**src/pkg/fpseq_map.svh**
```systemverilog
// constants of the four rail power sequencer
`ifndef FPSEQ_MAP_SVH
`define FPSEQ_MAP_SVH
// ==========================================================
// widths and timing
`define FPSEQ_NUM_RAILS      4
`define FPSEQ_CNT_W          24
`define FPSEQ_CLK_MHZ        100
// delay scale, microseconds per nanofarad, and its cycle count
`define FPSEQ_DLY_US_PER_NF  200
`define FPSEQ_DLY_CYC_PER_NF (`FPSEQ_DLY_US_PER_NF * `FPSEQ_CLK_MHZ)
// default delays in nanofarads, power-good timeout in cycles
`define FPSEQ_UP_NF_DEF      1
`define FPSEQ_DN_NF_DEF      1
`define FPSEQ_PGT_CYC_DEF    40000
`endif

```
**src/pkg/fpseq_pkg.sv**
```systemverilog
// types of the four rail power sequencer
package fpseq_pkg;
    typedef enum logic [2:0] {
        FPSEQ_OFF,
        FPSEQ_UP_DELAY,
        FPSEQ_UP_WAIT,
        FPSEQ_SUPERVISE,
        FPSEQ_DN_DELAY,
        FPSEQ_DN_WAIT,
        FPSEQ_FAULT
    } fpseq_state_e;
endpackage

```
**src/pkg/fpseq_tmr_if.sv**
```systemverilog
// interface between the sequencer and its interval timers
interface fpseq_tmr_if;
    logic        start;
    logic [23:0] load;
    logic        expired;
    modport ctl (output start, output load, input expired);
    modport tmr (input start, input load, output expired);
endinterface

```
**src/design/fpseq_sync.sv**
```systemverilog
// two-flop synchroniser for the comparator inputs
module fpseq_sync #(parameter int W = 5) (
    input  wire logic         core_clk_i,
    input  wire logic         srst_i,
    input  wire logic [W-1:0] d_i,
    output logic      [W-1:0] q_o
);
    logic [W-1:0] meta_reg;
    // ==========================================================
    // double register
    always_ff @(posedge core_clk_i) begin
        if (srst_i) begin
            meta_reg <= '0;
            q_o      <= '0;
        end else begin
            meta_reg <= d_i;
            q_o      <= meta_reg;
        end
    end
endmodule

```
**src/design/fpseq_timer.sv**
```systemverilog
// interval down counter: expired holds while count is zero
module fpseq_timer (
    input  wire logic core_clk_i,
    input  wire logic srst_i,
    fpseq_tmr_if.tmr  t
);
    logic [23:0] cnt_reg;
    assign t.expired = (cnt_reg == 24'h000000);
    // ==========================================================
    // load on start, count down to zero
    always_ff @(posedge core_clk_i) begin
        if (srst_i) begin
            cnt_reg <= 24'h000000;
        end else if (t.start) begin
            cnt_reg <= t.load;
        end else if (cnt_reg != 24'h000000) begin
            cnt_reg <= cnt_reg - 24'h000001;
        end
    end
endmodule

```
**src/design/fpseq_top.sv**
```systemverilog
// four rail power sequencer and supervisor
`include "fpseq_map.svh"
module fpseq_top
    import fpseq_pkg::*;
(
    input  wire logic        core_clk_i,
    input  wire logic        srst_i,
    input  wire logic        start_i,
    input  wire logic [3:0]  rail_sense_inputs_i,
    input  wire logic [7:0]  up_delay_nf_i,
    input  wire logic [7:0]  dn_delay_nf_i,
    input  wire logic        pgt_enable_i,
    input  wire logic [23:0] pgt_cycles_i,
    input  wire logic        fault_line_i,
    output logic             fault_line_o,
    output logic             fault_line_oe_o,
    output logic             done_n_o,
    output logic             done_n_oe_o,
    output logic [3:0]       supply_enable_outputs_o,
    output logic             delay_timer_pin_o
);
    // ==========================================================
    // synchronised comparator results
    logic [4:0] sync_q;
    logic [3:0] rail_up;
    logic       start_s;
    fpseq_sync #(.W(5)) u_sync (
        .core_clk_i (core_clk_i),
        .srst_i     (srst_i),
        .d_i        ({start_i, rail_sense_inputs_i}),
        .q_o        (sync_q)
    );
    assign rail_up = sync_q[3:0];
    assign start_s = sync_q[4];

    // ==========================================================
    // interval timers
    fpseq_tmr_if dly_if ();
    fpseq_tmr_if pgt_if ();
    fpseq_timer u_dly (.core_clk_i(core_clk_i), .srst_i(srst_i), .t(dly_if));
    fpseq_timer u_pgt (.core_clk_i(core_clk_i), .srst_i(srst_i), .t(pgt_if));

    fpseq_state_e state_reg, state_next;
    logic [1:0]   idx_reg, idx_next;
    logic [3:0]   en_reg, en_next;
    logic         done_reg, done_next;
    logic         int_fault_reg, int_fault_next;
    logic         pgt_run_reg, pgt_run_next;

    // ==========================================================
    // delay loads from capacitance settings
    logic [23:0] up_load, dn_load;
    logic        ext_fault, rail_low, all_low, pgt_fail;
    assign up_load = 24'(up_delay_nf_i * `FPSEQ_DLY_CYC_PER_NF);
    assign dn_load = 24'(dn_delay_nf_i * `FPSEQ_DLY_CYC_PER_NF);
    assign ext_fault = !fault_line_i && !fault_line_oe_o;
    assign rail_low  = |(en_reg & ~rail_up & ~(4'h1 << idx_reg)
                         | (en_reg & ~rail_up & {4{state_reg == FPSEQ_SUPERVISE}}));
    assign all_low   = (rail_up == 4'h0) && !start_s;
    assign pgt_fail  = pgt_run_reg && pgt_enable_i && pgt_if.expired;

    // ==========================================================
    // sequencing state machine
    always_comb begin
        state_next     = state_reg;
        idx_next       = idx_reg;
        en_next        = en_reg;
        done_next      = done_reg;
        int_fault_next = int_fault_reg;
        pgt_run_next   = pgt_run_reg;
        dly_if.start   = 1'b0;
        dly_if.load    = up_load;
        pgt_if.start   = 1'b0;
        pgt_if.load    = pgt_cycles_i;
        case (state_reg)
            FPSEQ_OFF: begin
                if (start_s) begin
                    state_next   = FPSEQ_UP_DELAY;
                    idx_next     = 2'd0;
                    dly_if.start = 1'b1;
                end
            end
            FPSEQ_UP_DELAY: begin
                if (!start_s) begin
                    state_next = FPSEQ_FAULT;
                    int_fault_next = 1'b1;
                end else if (dly_if.expired) begin
                    en_next[idx_reg] = 1'b1;
                    state_next       = FPSEQ_UP_WAIT;
                    pgt_if.start     = 1'b1;
                    pgt_run_next     = 1'b1;
                end
            end
            FPSEQ_UP_WAIT: begin
                if (!start_s || pgt_fail) begin
                    state_next = FPSEQ_FAULT;
                    int_fault_next = 1'b1;
                end else if (rail_up[idx_reg]) begin
                    pgt_run_next = 1'b0;
                    if (idx_reg == 2'd3) begin
                        done_next  = 1'b1;
                        state_next = FPSEQ_SUPERVISE;
                    end else begin
                        idx_next     = idx_reg + 2'd1;
                        dly_if.start = 1'b1;
                        state_next   = FPSEQ_UP_DELAY;
                    end
                end
            end
            FPSEQ_SUPERVISE: begin
                if (!start_s) begin
                    state_next   = FPSEQ_DN_DELAY;
                    idx_next     = 2'd3;
                    dly_if.start = 1'b1;
                    dly_if.load  = dn_load;
                end
            end
            FPSEQ_DN_DELAY: begin
                if (start_s) begin
                    state_next = FPSEQ_FAULT;
                    int_fault_next = 1'b1;
                end else if (dly_if.expired) begin
                    en_next[idx_reg] = 1'b0;
                    state_next       = FPSEQ_DN_WAIT;
                end
            end
            FPSEQ_DN_WAIT: begin
                if (start_s) begin
                    state_next = FPSEQ_FAULT;
                    int_fault_next = 1'b1;
                end else if (!rail_up[idx_reg]) begin
                    if (idx_reg == 2'd0) begin
                        done_next  = 1'b0;
                        state_next = FPSEQ_OFF;
                    end else begin
                        idx_next     = idx_reg - 2'd1;
                        dly_if.start = 1'b1;
                        dly_if.load  = dn_load;
                        state_next   = FPSEQ_DN_DELAY;
                    end
                end
            end
            FPSEQ_FAULT: begin
                // our own pull is masked from ext_fault, so a foreign pull or any input still high holds us here
                if (all_low && !ext_fault) begin
                    state_next     = FPSEQ_OFF;
                    int_fault_next = 1'b0;
                    done_next      = 1'b0;
                end
            end
            default: state_next = FPSEQ_OFF;
        endcase
        // rail faults override every state but OFF and FAULT, external pulls every state but FAULT
        if (state_reg != FPSEQ_FAULT && state_reg != FPSEQ_OFF && rail_low) begin
            state_next     = FPSEQ_FAULT;
            int_fault_next = 1'b1;
        end
        if (state_reg != FPSEQ_FAULT && ext_fault) begin
            state_next = FPSEQ_FAULT;
        end
        if (state_next == FPSEQ_FAULT) begin
            en_next      = 4'h0;
            pgt_run_next = 1'b0;
            done_next    = done_reg;
        end
    end

    // ==========================================================
    // state registers
    always_ff @(posedge core_clk_i) begin
        if (srst_i) begin
            state_reg     <= FPSEQ_OFF;
            idx_reg       <= 2'd0;
            en_reg        <= 4'h0;
            done_reg      <= 1'b0;
            int_fault_reg <= 1'b0;
            pgt_run_reg   <= 1'b0;
        end else begin
            state_reg     <= state_next;
            idx_reg       <= idx_next;
            en_reg        <= en_next;
            done_reg      <= done_next;
            int_fault_reg <= int_fault_next;
            pgt_run_reg   <= pgt_run_next;
        end
    end

    // ==========================================================
    // pins: open-drain lines only ever drive low
    assign supply_enable_outputs_o = en_reg;
    assign done_n_o          = 1'b0;
    assign done_n_oe_o       = done_reg;
    assign fault_line_o      = 1'b0;
    assign fault_line_oe_o   = int_fault_reg;
    assign delay_timer_pin_o = int_fault_reg;
endmodule

```
**config.mk**
```make
export PLATFORM = sky130hd
export DESIGN_NAME = fpseq_top
export DESIGN_NICKNAME = d
export VERILOG_FILES = /design/src/pkg/fpseq_pkg.sv /design/src/pkg/fpseq_tmr_if.sv /design/src/design/fpseq_sync.sv /design/src/design/fpseq_timer.sv /design/src/design/fpseq_top.sv
export VERILOG_INCLUDE_DIRS = /design/src /design/src/pkg
export SDC_FILE = /design/constraint.sdc
export NUM_CORES = 1
export LEC_CHECK = 0
export BUFFER_PORTS_ARGS = -buffer_cell sky130_fd_sc_hd__buf_2
export CORE_ASPECT_RATIO = 0.75
export CORE_UTILIZATION = 55
export CTS_CLUSTER_DIAMETER = 30
export DETAILED_ROUTE_END_ITERATION = 12
export GPL_TIMING_DRIVEN = 1
export PLACE_DENSITY = 0.74
export SYNTH_ARGS = -nofsm -noshare
export SYNTH_HDL_FRONTEND = slang
export SYNTH_SLANG_ARGS = --single-unit
```
**constraint.sdc**
```tcl
create_clock -name core_clk_i -period 4.22 [get_ports core_clk_i]
set_input_delay 0 -clock core_clk_i [delete_from_list [all_inputs] [get_ports core_clk_i]]
set_output_delay 0 -clock core_clk_i [all_outputs]
set_load 0.005 [all_outputs]
```
==> impl_metrics.toml, run 1 <==
[clock_tree]
cts_resized = 0
clkLatencyLatePin_ns = 0.34
cts.sinks = 70
ctsLongestPathBuffers = 2
cts_buffers = 9
cts_tree = "done"
htreeDepth = 3
clkTransAtPathRegs_ns = 0.06
cts_root_buf = "clkbuf_16"

[global_route]
groute.usage.overall_pct = 28.77
grt_pass1_vias = 5964
grt_overflow = 0
antenna_found_initial = 0
grt_first_pass_wirelength_microns = 29240
grt_max_degree = 34

[logic_synthesis]
synth_top_area_share_pct = 20.45
seq_area_frac_synth_pct = 20.45
yosysMostFrequentCell = "ha_1"
synth.cells.most_frequent = "81 x ha_1, 70 x dfxtp_1, 67 x nor2_1, 56 x inv_1, 50 x nand2_1"
synth_largest_area_cell = "dfxtp_1"
netlist_area_sq_um = 6853
synth-seq-cells = 70
postSynthCellCount = 798
synth_area_leaders = "dfxtp_1 20%, ha_1 15%, fa_1 7.0%"
ys_async_sr_fraction_pct = 0
synthFlopType = "dfxtp_1"
yosys_warnings = 0
synth_cell_types = 90
syn_area_per_cell_sq_um = 8.587
synth-edff-count = 0

[detailed_routing]
vias_per_cell = 6.132
post-route-drc-count = 0
wl_microns = 17390
post_drt_wl_per_cell_microns = 16.90
vias = 6310
dr.pass1.iters = 5
drt_iter0_markers = 470
drtAntennaViolNets = 0

[worst_hold_path]
holdPathEnd = "u_dly.cnt_reg[5]$_SDFFE_PP0P_"
whs_path_depth = 3
min-delay-start = "dn_delay_nf_i[0]"
hp-class = "input pin to register"

[outcome]
status = "completed"

[power_and_ir_drop]
power.density_nw_per_um2 = 584.5
irDropWorstVdd_mv = 0.3124
leakagePower_nw = 3.359

[placed_design]
placed_cell_area_sq_um = 7178
portBuffers = 55
place.gp.congestion = 0.8997
dp_hpwl_microns = 12980

[floorplanning]
die_width_microns = 130.9
io_pins = 58
fp.coreArea_sq_um = 11870
rows = 34
die_h_microns = 98.67
die_area_sq_um = 12910
start_util_pct = 57.74

[sta]
rsz0062_at_grt = "no"
hold_viol = 0
finalClockSkew_ns = 0.007668
worstMarginPinSlew_ns = 1.098
drv_slew = 0
setup_viol = 0
max_slew_margin_pct = 26.53
max_freq_mhz = 268.0
fin_crit_ns = 3.732
fin_setup_tns_ns = 0
min_period_over_period_pct = 88.43

[setup_path]
cp_data_required_time_ns = 4.47
r2r_start = "idx_reg[1]$_SDFFE_PP0P_"
ff2ff_setup_slack_ns = 1.24
setup.worst_path.class = "input pin to register"
cp-end-kind = "register"
r2r_cells = 7
crit_arrival_ns = 3.99
critPathMaxFanout = 5
reg2reg_to = "u_dly.cnt_reg[2]$_SDFFE_PP0P_"
critPathLaunchType = "input pin"

[cells_and_area]
antennaDiodeCount = 0
fill_cells = 984
areaGrowthSynthToFinish_pct = 13.57
fin_util_pct = 65.57
nets = 1016
drive_above_1_share_pct = 15.69
final_area_sq_um = 7782

[run]
drv_cap = 0
## critical path, cell delays in order
cell,delay [ns]
buf_2,0.14
ha_1,0.30
ha_1,0.27
inv_1,0.05
fa_1,0.48
fa_1,0.61
inv_1,0.06
ha_1,0.31
a211oi_1,0.33
o21bai_1,0.16
a2111oi_0,0.71
o21a_1,0.19
o21ai_0,0.10
a311oi_2,0.28
## per-layer routing
| metal | vias to the layer above | track usage (%) | share of wire, % |
|---|---|---|---|
| met5 | - | 0 | 0 |
| met4 | 0 | 6.985 | 1.5 |
| met3 | 27 | 5.917 | 7.6 |
| met2 | 263 | 43.55 | 44 |
| met1 | 2977 | 41.56 | 47 |
| li1 | 3043 | - | - |
## worst max path at each step
stage / slack [ns] / startpoint / end / depth (start not counted)
CTS: 0.50 / up_delay_nf_i[2] / u_dly.cnt_reg[18]$_SDFFE_PP0P_ / 14
global route: 0.30 / up_delay_nf_i[2] / u_dly.cnt_reg[18]$_SDFFE_PP0P_ / 14
detailed placement: 0.16 / up_delay_nf_i[2] / u_dly.cnt_reg[18]$_SDFFE_PP0P_ / 14
floorplan: 0.73 / up_delay_nf_i[2] / u_dly.cnt_reg[18]$_SDFFE_PP0P_ / 13
finish: 0.49 / up_delay_nf_i[2] / u_dly.cnt_reg[18]$_SDFFE_PP0P_ / 14
global placement: 0.35 / up_delay_nf_i[2] / u_dly.cnt_reg[18]$_SDFFE_PP0P_ / 14
## layout make-up
| type | count | area (sq um) | share of cell area [%] |
|---|---|---|---|
| Clock buffer | 10 | 239.0 | 3.071 |
| Clock inverter | 6 | 85.08 | 1.093 |
| Tap cell | 162 | 202.7 | 2.604 |
| Sequential cell | 70 | 1401 | 18.01 |
| Multi-Input combinational cell | 637 | 5051 | 64.90 |
| Inverter | 56 | 210.2 | 2.701 |
| Timing Repair Buffer | 88 | 593.1 | 7.621 |
## timing repair
item	4_1_cts	5_1_grt
hold endpoints to repair	28	0
buffers inserted	0	0
hold buffers	28	0
## placed cells by master, fill, tap and decap left out, types with 10 or more instances in the layout
master         netlist  layout
inv_1               56      56
o21ai_0             25      25
nor4_1              11      11
fa_1                24      24
nor3_1              33      33
a21oi_1             36      36
nor2b_1             20      20
nand2b_1            15      15
nor2_1              67      67
xor2_1              19      19
ha_1                81      81
a211oi_1            10      10
dlygate4sd3_1        0      28
a211oi_2            13      13
nand2_1             50      50
a31oi_1             10      10
dfxtp_1             70      70
nand3_1             28      28
xnor2_1             18      18
buf_2                7      55
## power by group
part / leakage, nW / switching [mW] / internal, mW / total [mW]
clock network: 0.154 / 0.296 / 0.531 / 0.827
registers: 0.576 / 0.251 / 0.852 / 1.10
logic: 2.63 / 1.49 / 1.12 / 2.62
total: 3.36 / 2.04 / 2.51 / 4.55
## cells by family (layout without fill, tap and decap cells)
logic type	after synthesis	count (layout)	share of synthesized area [%]
compound gates	182	182	20.52
xor+xnor	37	37	4.729
fa+ha+maj	105	105	21.80
buf+inv	92	160	5.897
flops	70	70	20.45
mux	12	12	1.808
other cells	1	2	0.05472
simple gates	299	299	24.74
## stage by stage
stage / setup slack, ns / hold WS (ns) / std cells / total power [mW]
2_1_floorplan: 0.7339 / 0.1282 / 799 / 3.116
3_3_place_gp: 0.3508 / 0.2055 / 985 / 3.554
3_5_place_dp: 0.1608 / 0.2155 / 985 / 3.646
4_1_cts: 0.4999 / 0.02712 / 1029 / 4.515
5_1_grt: 0.3047 / 0.03966 / 1029 / 4.906
6_report: 0.4882 / 0.03259 / 1029 / 4.549
Power figures use the tool's default switching activity.
==> run 2: changes to the inputs <==
- HOLD_SLACK_MARGIN: unset -> 0.12
==> impl_metrics.toml, run 2 (synthesis gave the netlist of run 1 again) <==
[cells_and_area]
fill_cells = 975
areaGrowthSynthToFinish_pct = 14.52
mostFrequentLayoutCell = "ha_1"
drive_above_1_share_pct = 15.71
fin_util_pct = 66.12
antennaDiodeCount = 0
final_area_sq_um = 7848
nets = 1021
layout_common_cells = "81 x ha_1, 70 x dfxtp_1, 67 x nor2_1"

[placed_design]
dp_hpwl_microns = 12980
pre_cts_ws_ns = 0.1608
placed_cell_area_sq_um = 7178
portBuffers = 55
place.gp.congestion = 0.8997

[sta]
fin_setup_tns_ns = 0
finalClockSkew_ns = 0.007199
setup_viol = 0
hold_viol = 0
fin_crit_ns = 3.930
worst_slack_ns = 0.2903
rsz0062_at_grt = "no"
max_slew_margin_pct = 27.08
worstMarginPinSlew_ns = 1.093
max_freq_mhz = 254.5
min_period_over_period_pct = 93.12
drv_slew = 0
hold_slack_ns = 0.1538

[detailed_routing]
vias_per_cell = 6.096
vias = 6303
drtAntennaViolNets = 0
wl_microns = 17600
dr.pass1.iters = 5
post_drt_wl_per_cell_microns = 17.02
drt_iter0_markers = 469
post-route-drc-count = 0

[clock_tree]
htreeDepth = 3
ctsLongestPathBuffers = 2
clkTransAtPathRegs_ns = 0.06
post-cts-setup-buffers = 0
clkLatencyLatePin_ns = 0.34
cts.sinks = 70
cts_tree = "done"
cts_root_buf = "clkbuf_16"
cts_buffers = 9

[power_and_ir_drop]
irDropWorstVdd_mv = 0.3129
power.density_nw_per_um2 = 583.1
leakagePower_nw = 3.379

[setup_path]
crit_chain = "dlygate4sd3_1 > buf_2 > ha_1 > ha_1 > inv_1 > fa_1 > fa_1 > inv_1 > ha_1 > a211oi_1 > nor2_1 > o31ai_4 > a211oi_1 > a2111oi_1 > o31ai_1"
slowest_stage = "fa_1"
critPathMaxFanout = 5
crit_top_cell = "ha_1"
slowest_delay_ns = 0.61
cp_data_required_time_ns = 4.44
setup.worst_path.class = "input pin to register"
critPathLaunchType = "input pin"
cp-end-kind = "register"
crit_arrival_ns = 4.15

[floorplanning]
die_h_microns = 98.67
rows = 34
die_width_microns = 130.9
start_util_pct = 57.74
fp.coreArea_sq_um = 11870
io_pins = 58
die_area_sq_um = 12910

[global_route]
grt_overflow = 0
grt_pass1_vias = 5986
grt_max_degree = 34
grt_first_pass_wirelength_microns = 29380
groute.usage.overall_pct = 28.96
antenna_found_initial = 0

[run]
drv_cap = 0

[outcome]
status = "completed"

[worst_hold_path]
hp-class = "input pin to register"
-- run 2: cell types whose count changed in the layout (fill, tap and decap cells not counted), sizes merged --
cell / previous run / this run
dlygate4sd3: 28 / 33
-- run 2: path summary, 6_finish.rpt --
| path | from | to | slack (ns) | cells past startpoint |
|---|---|---|---|---|
| setup / recovery | dn_delay_nf_i[2] | u_dly.cnt_reg[20]$_SDFFE_PP0P_ | 0.29 | 15 |
| setup reg to reg | idx_reg[1]$_SDFFE_PP0P_ | u_dly.cnt_reg[5]$_SDFFE_PP0P_ | 0.80 | 7 |
| hold / removal | up_delay_nf_i[3] | u_dly.cnt_reg[8]$_SDFFE_PP0P_ | 0.15 | 3 |
| hold reg to reg | u_sync.meta_reg[4]$_SDFF_PP0_ | u_sync.q_o[4]$_SDFF_PP0_ | 0.44 | 1 |
-- run 2: per-layer routing --
layer / share of wire (%) / track usage, % / up-vias / wire, microns
met1: 48 / 41.46 / 3000 / 8382
met3: 6.9 / 6.298 / 29 / 1209
met2: 44 / 44.12 / 217 / 7733
met4: 1.6 / 6.808 / 0 / 274
li1: - / - / 3057 / -
met5: 0 / 0 / - / 0
-- run 2: power by group --
group	switching (mW)	internal [mW]
combinational	1.51	1.14
clock	0.295	0.531
sequential	0.248	0.852
total	2.06	2.52
-- run 2: area by class of cell --
cell class | count | area, sq um | area share [%]
clock buffers | 10 | 239.0 | 3.045
clock inverters | 6 | 85.08 | 1.084
inverters | 56 | 210.2 | 2.679
multi-input cells | 637 | 5066 | 64.56
flip-flops and latches | 70 | 1401 | 17.86
well taps | 162 | 202.7 | 2.583
repair buffers | 93 | 643.1 | 8.195
-- run 2: worst max-delay path, delay by kind of cell --
kind,cells,cell delay (ns)
adder cells (fa/ha/maj),5,1.99
AO/OA/AOI/OAI,5,1.17
buffers and inverters,4,0.83
AND/OR/NAND/NOR,1,0.13
-- run 2: through the flow --
| stage | std cells | total power, mW |
|---|---|---|
| final | 1034 | 4.576 |
| after global placement | 985 | 3.554 |
| after CTS | 1034 | 4.523 |
| after floorplan | 799 | 3.116 |
| after global routing | 1034 | 4.929 |
| after detailed placement | 985 | 3.646 |
-- run 2: repair_timing --
action,4_1_cts,5_1_grt
endpoints found under the hold margin,32,0
resized for setup,0,3
hold buffers,33,0
endpoints found under the setup margin,0,2
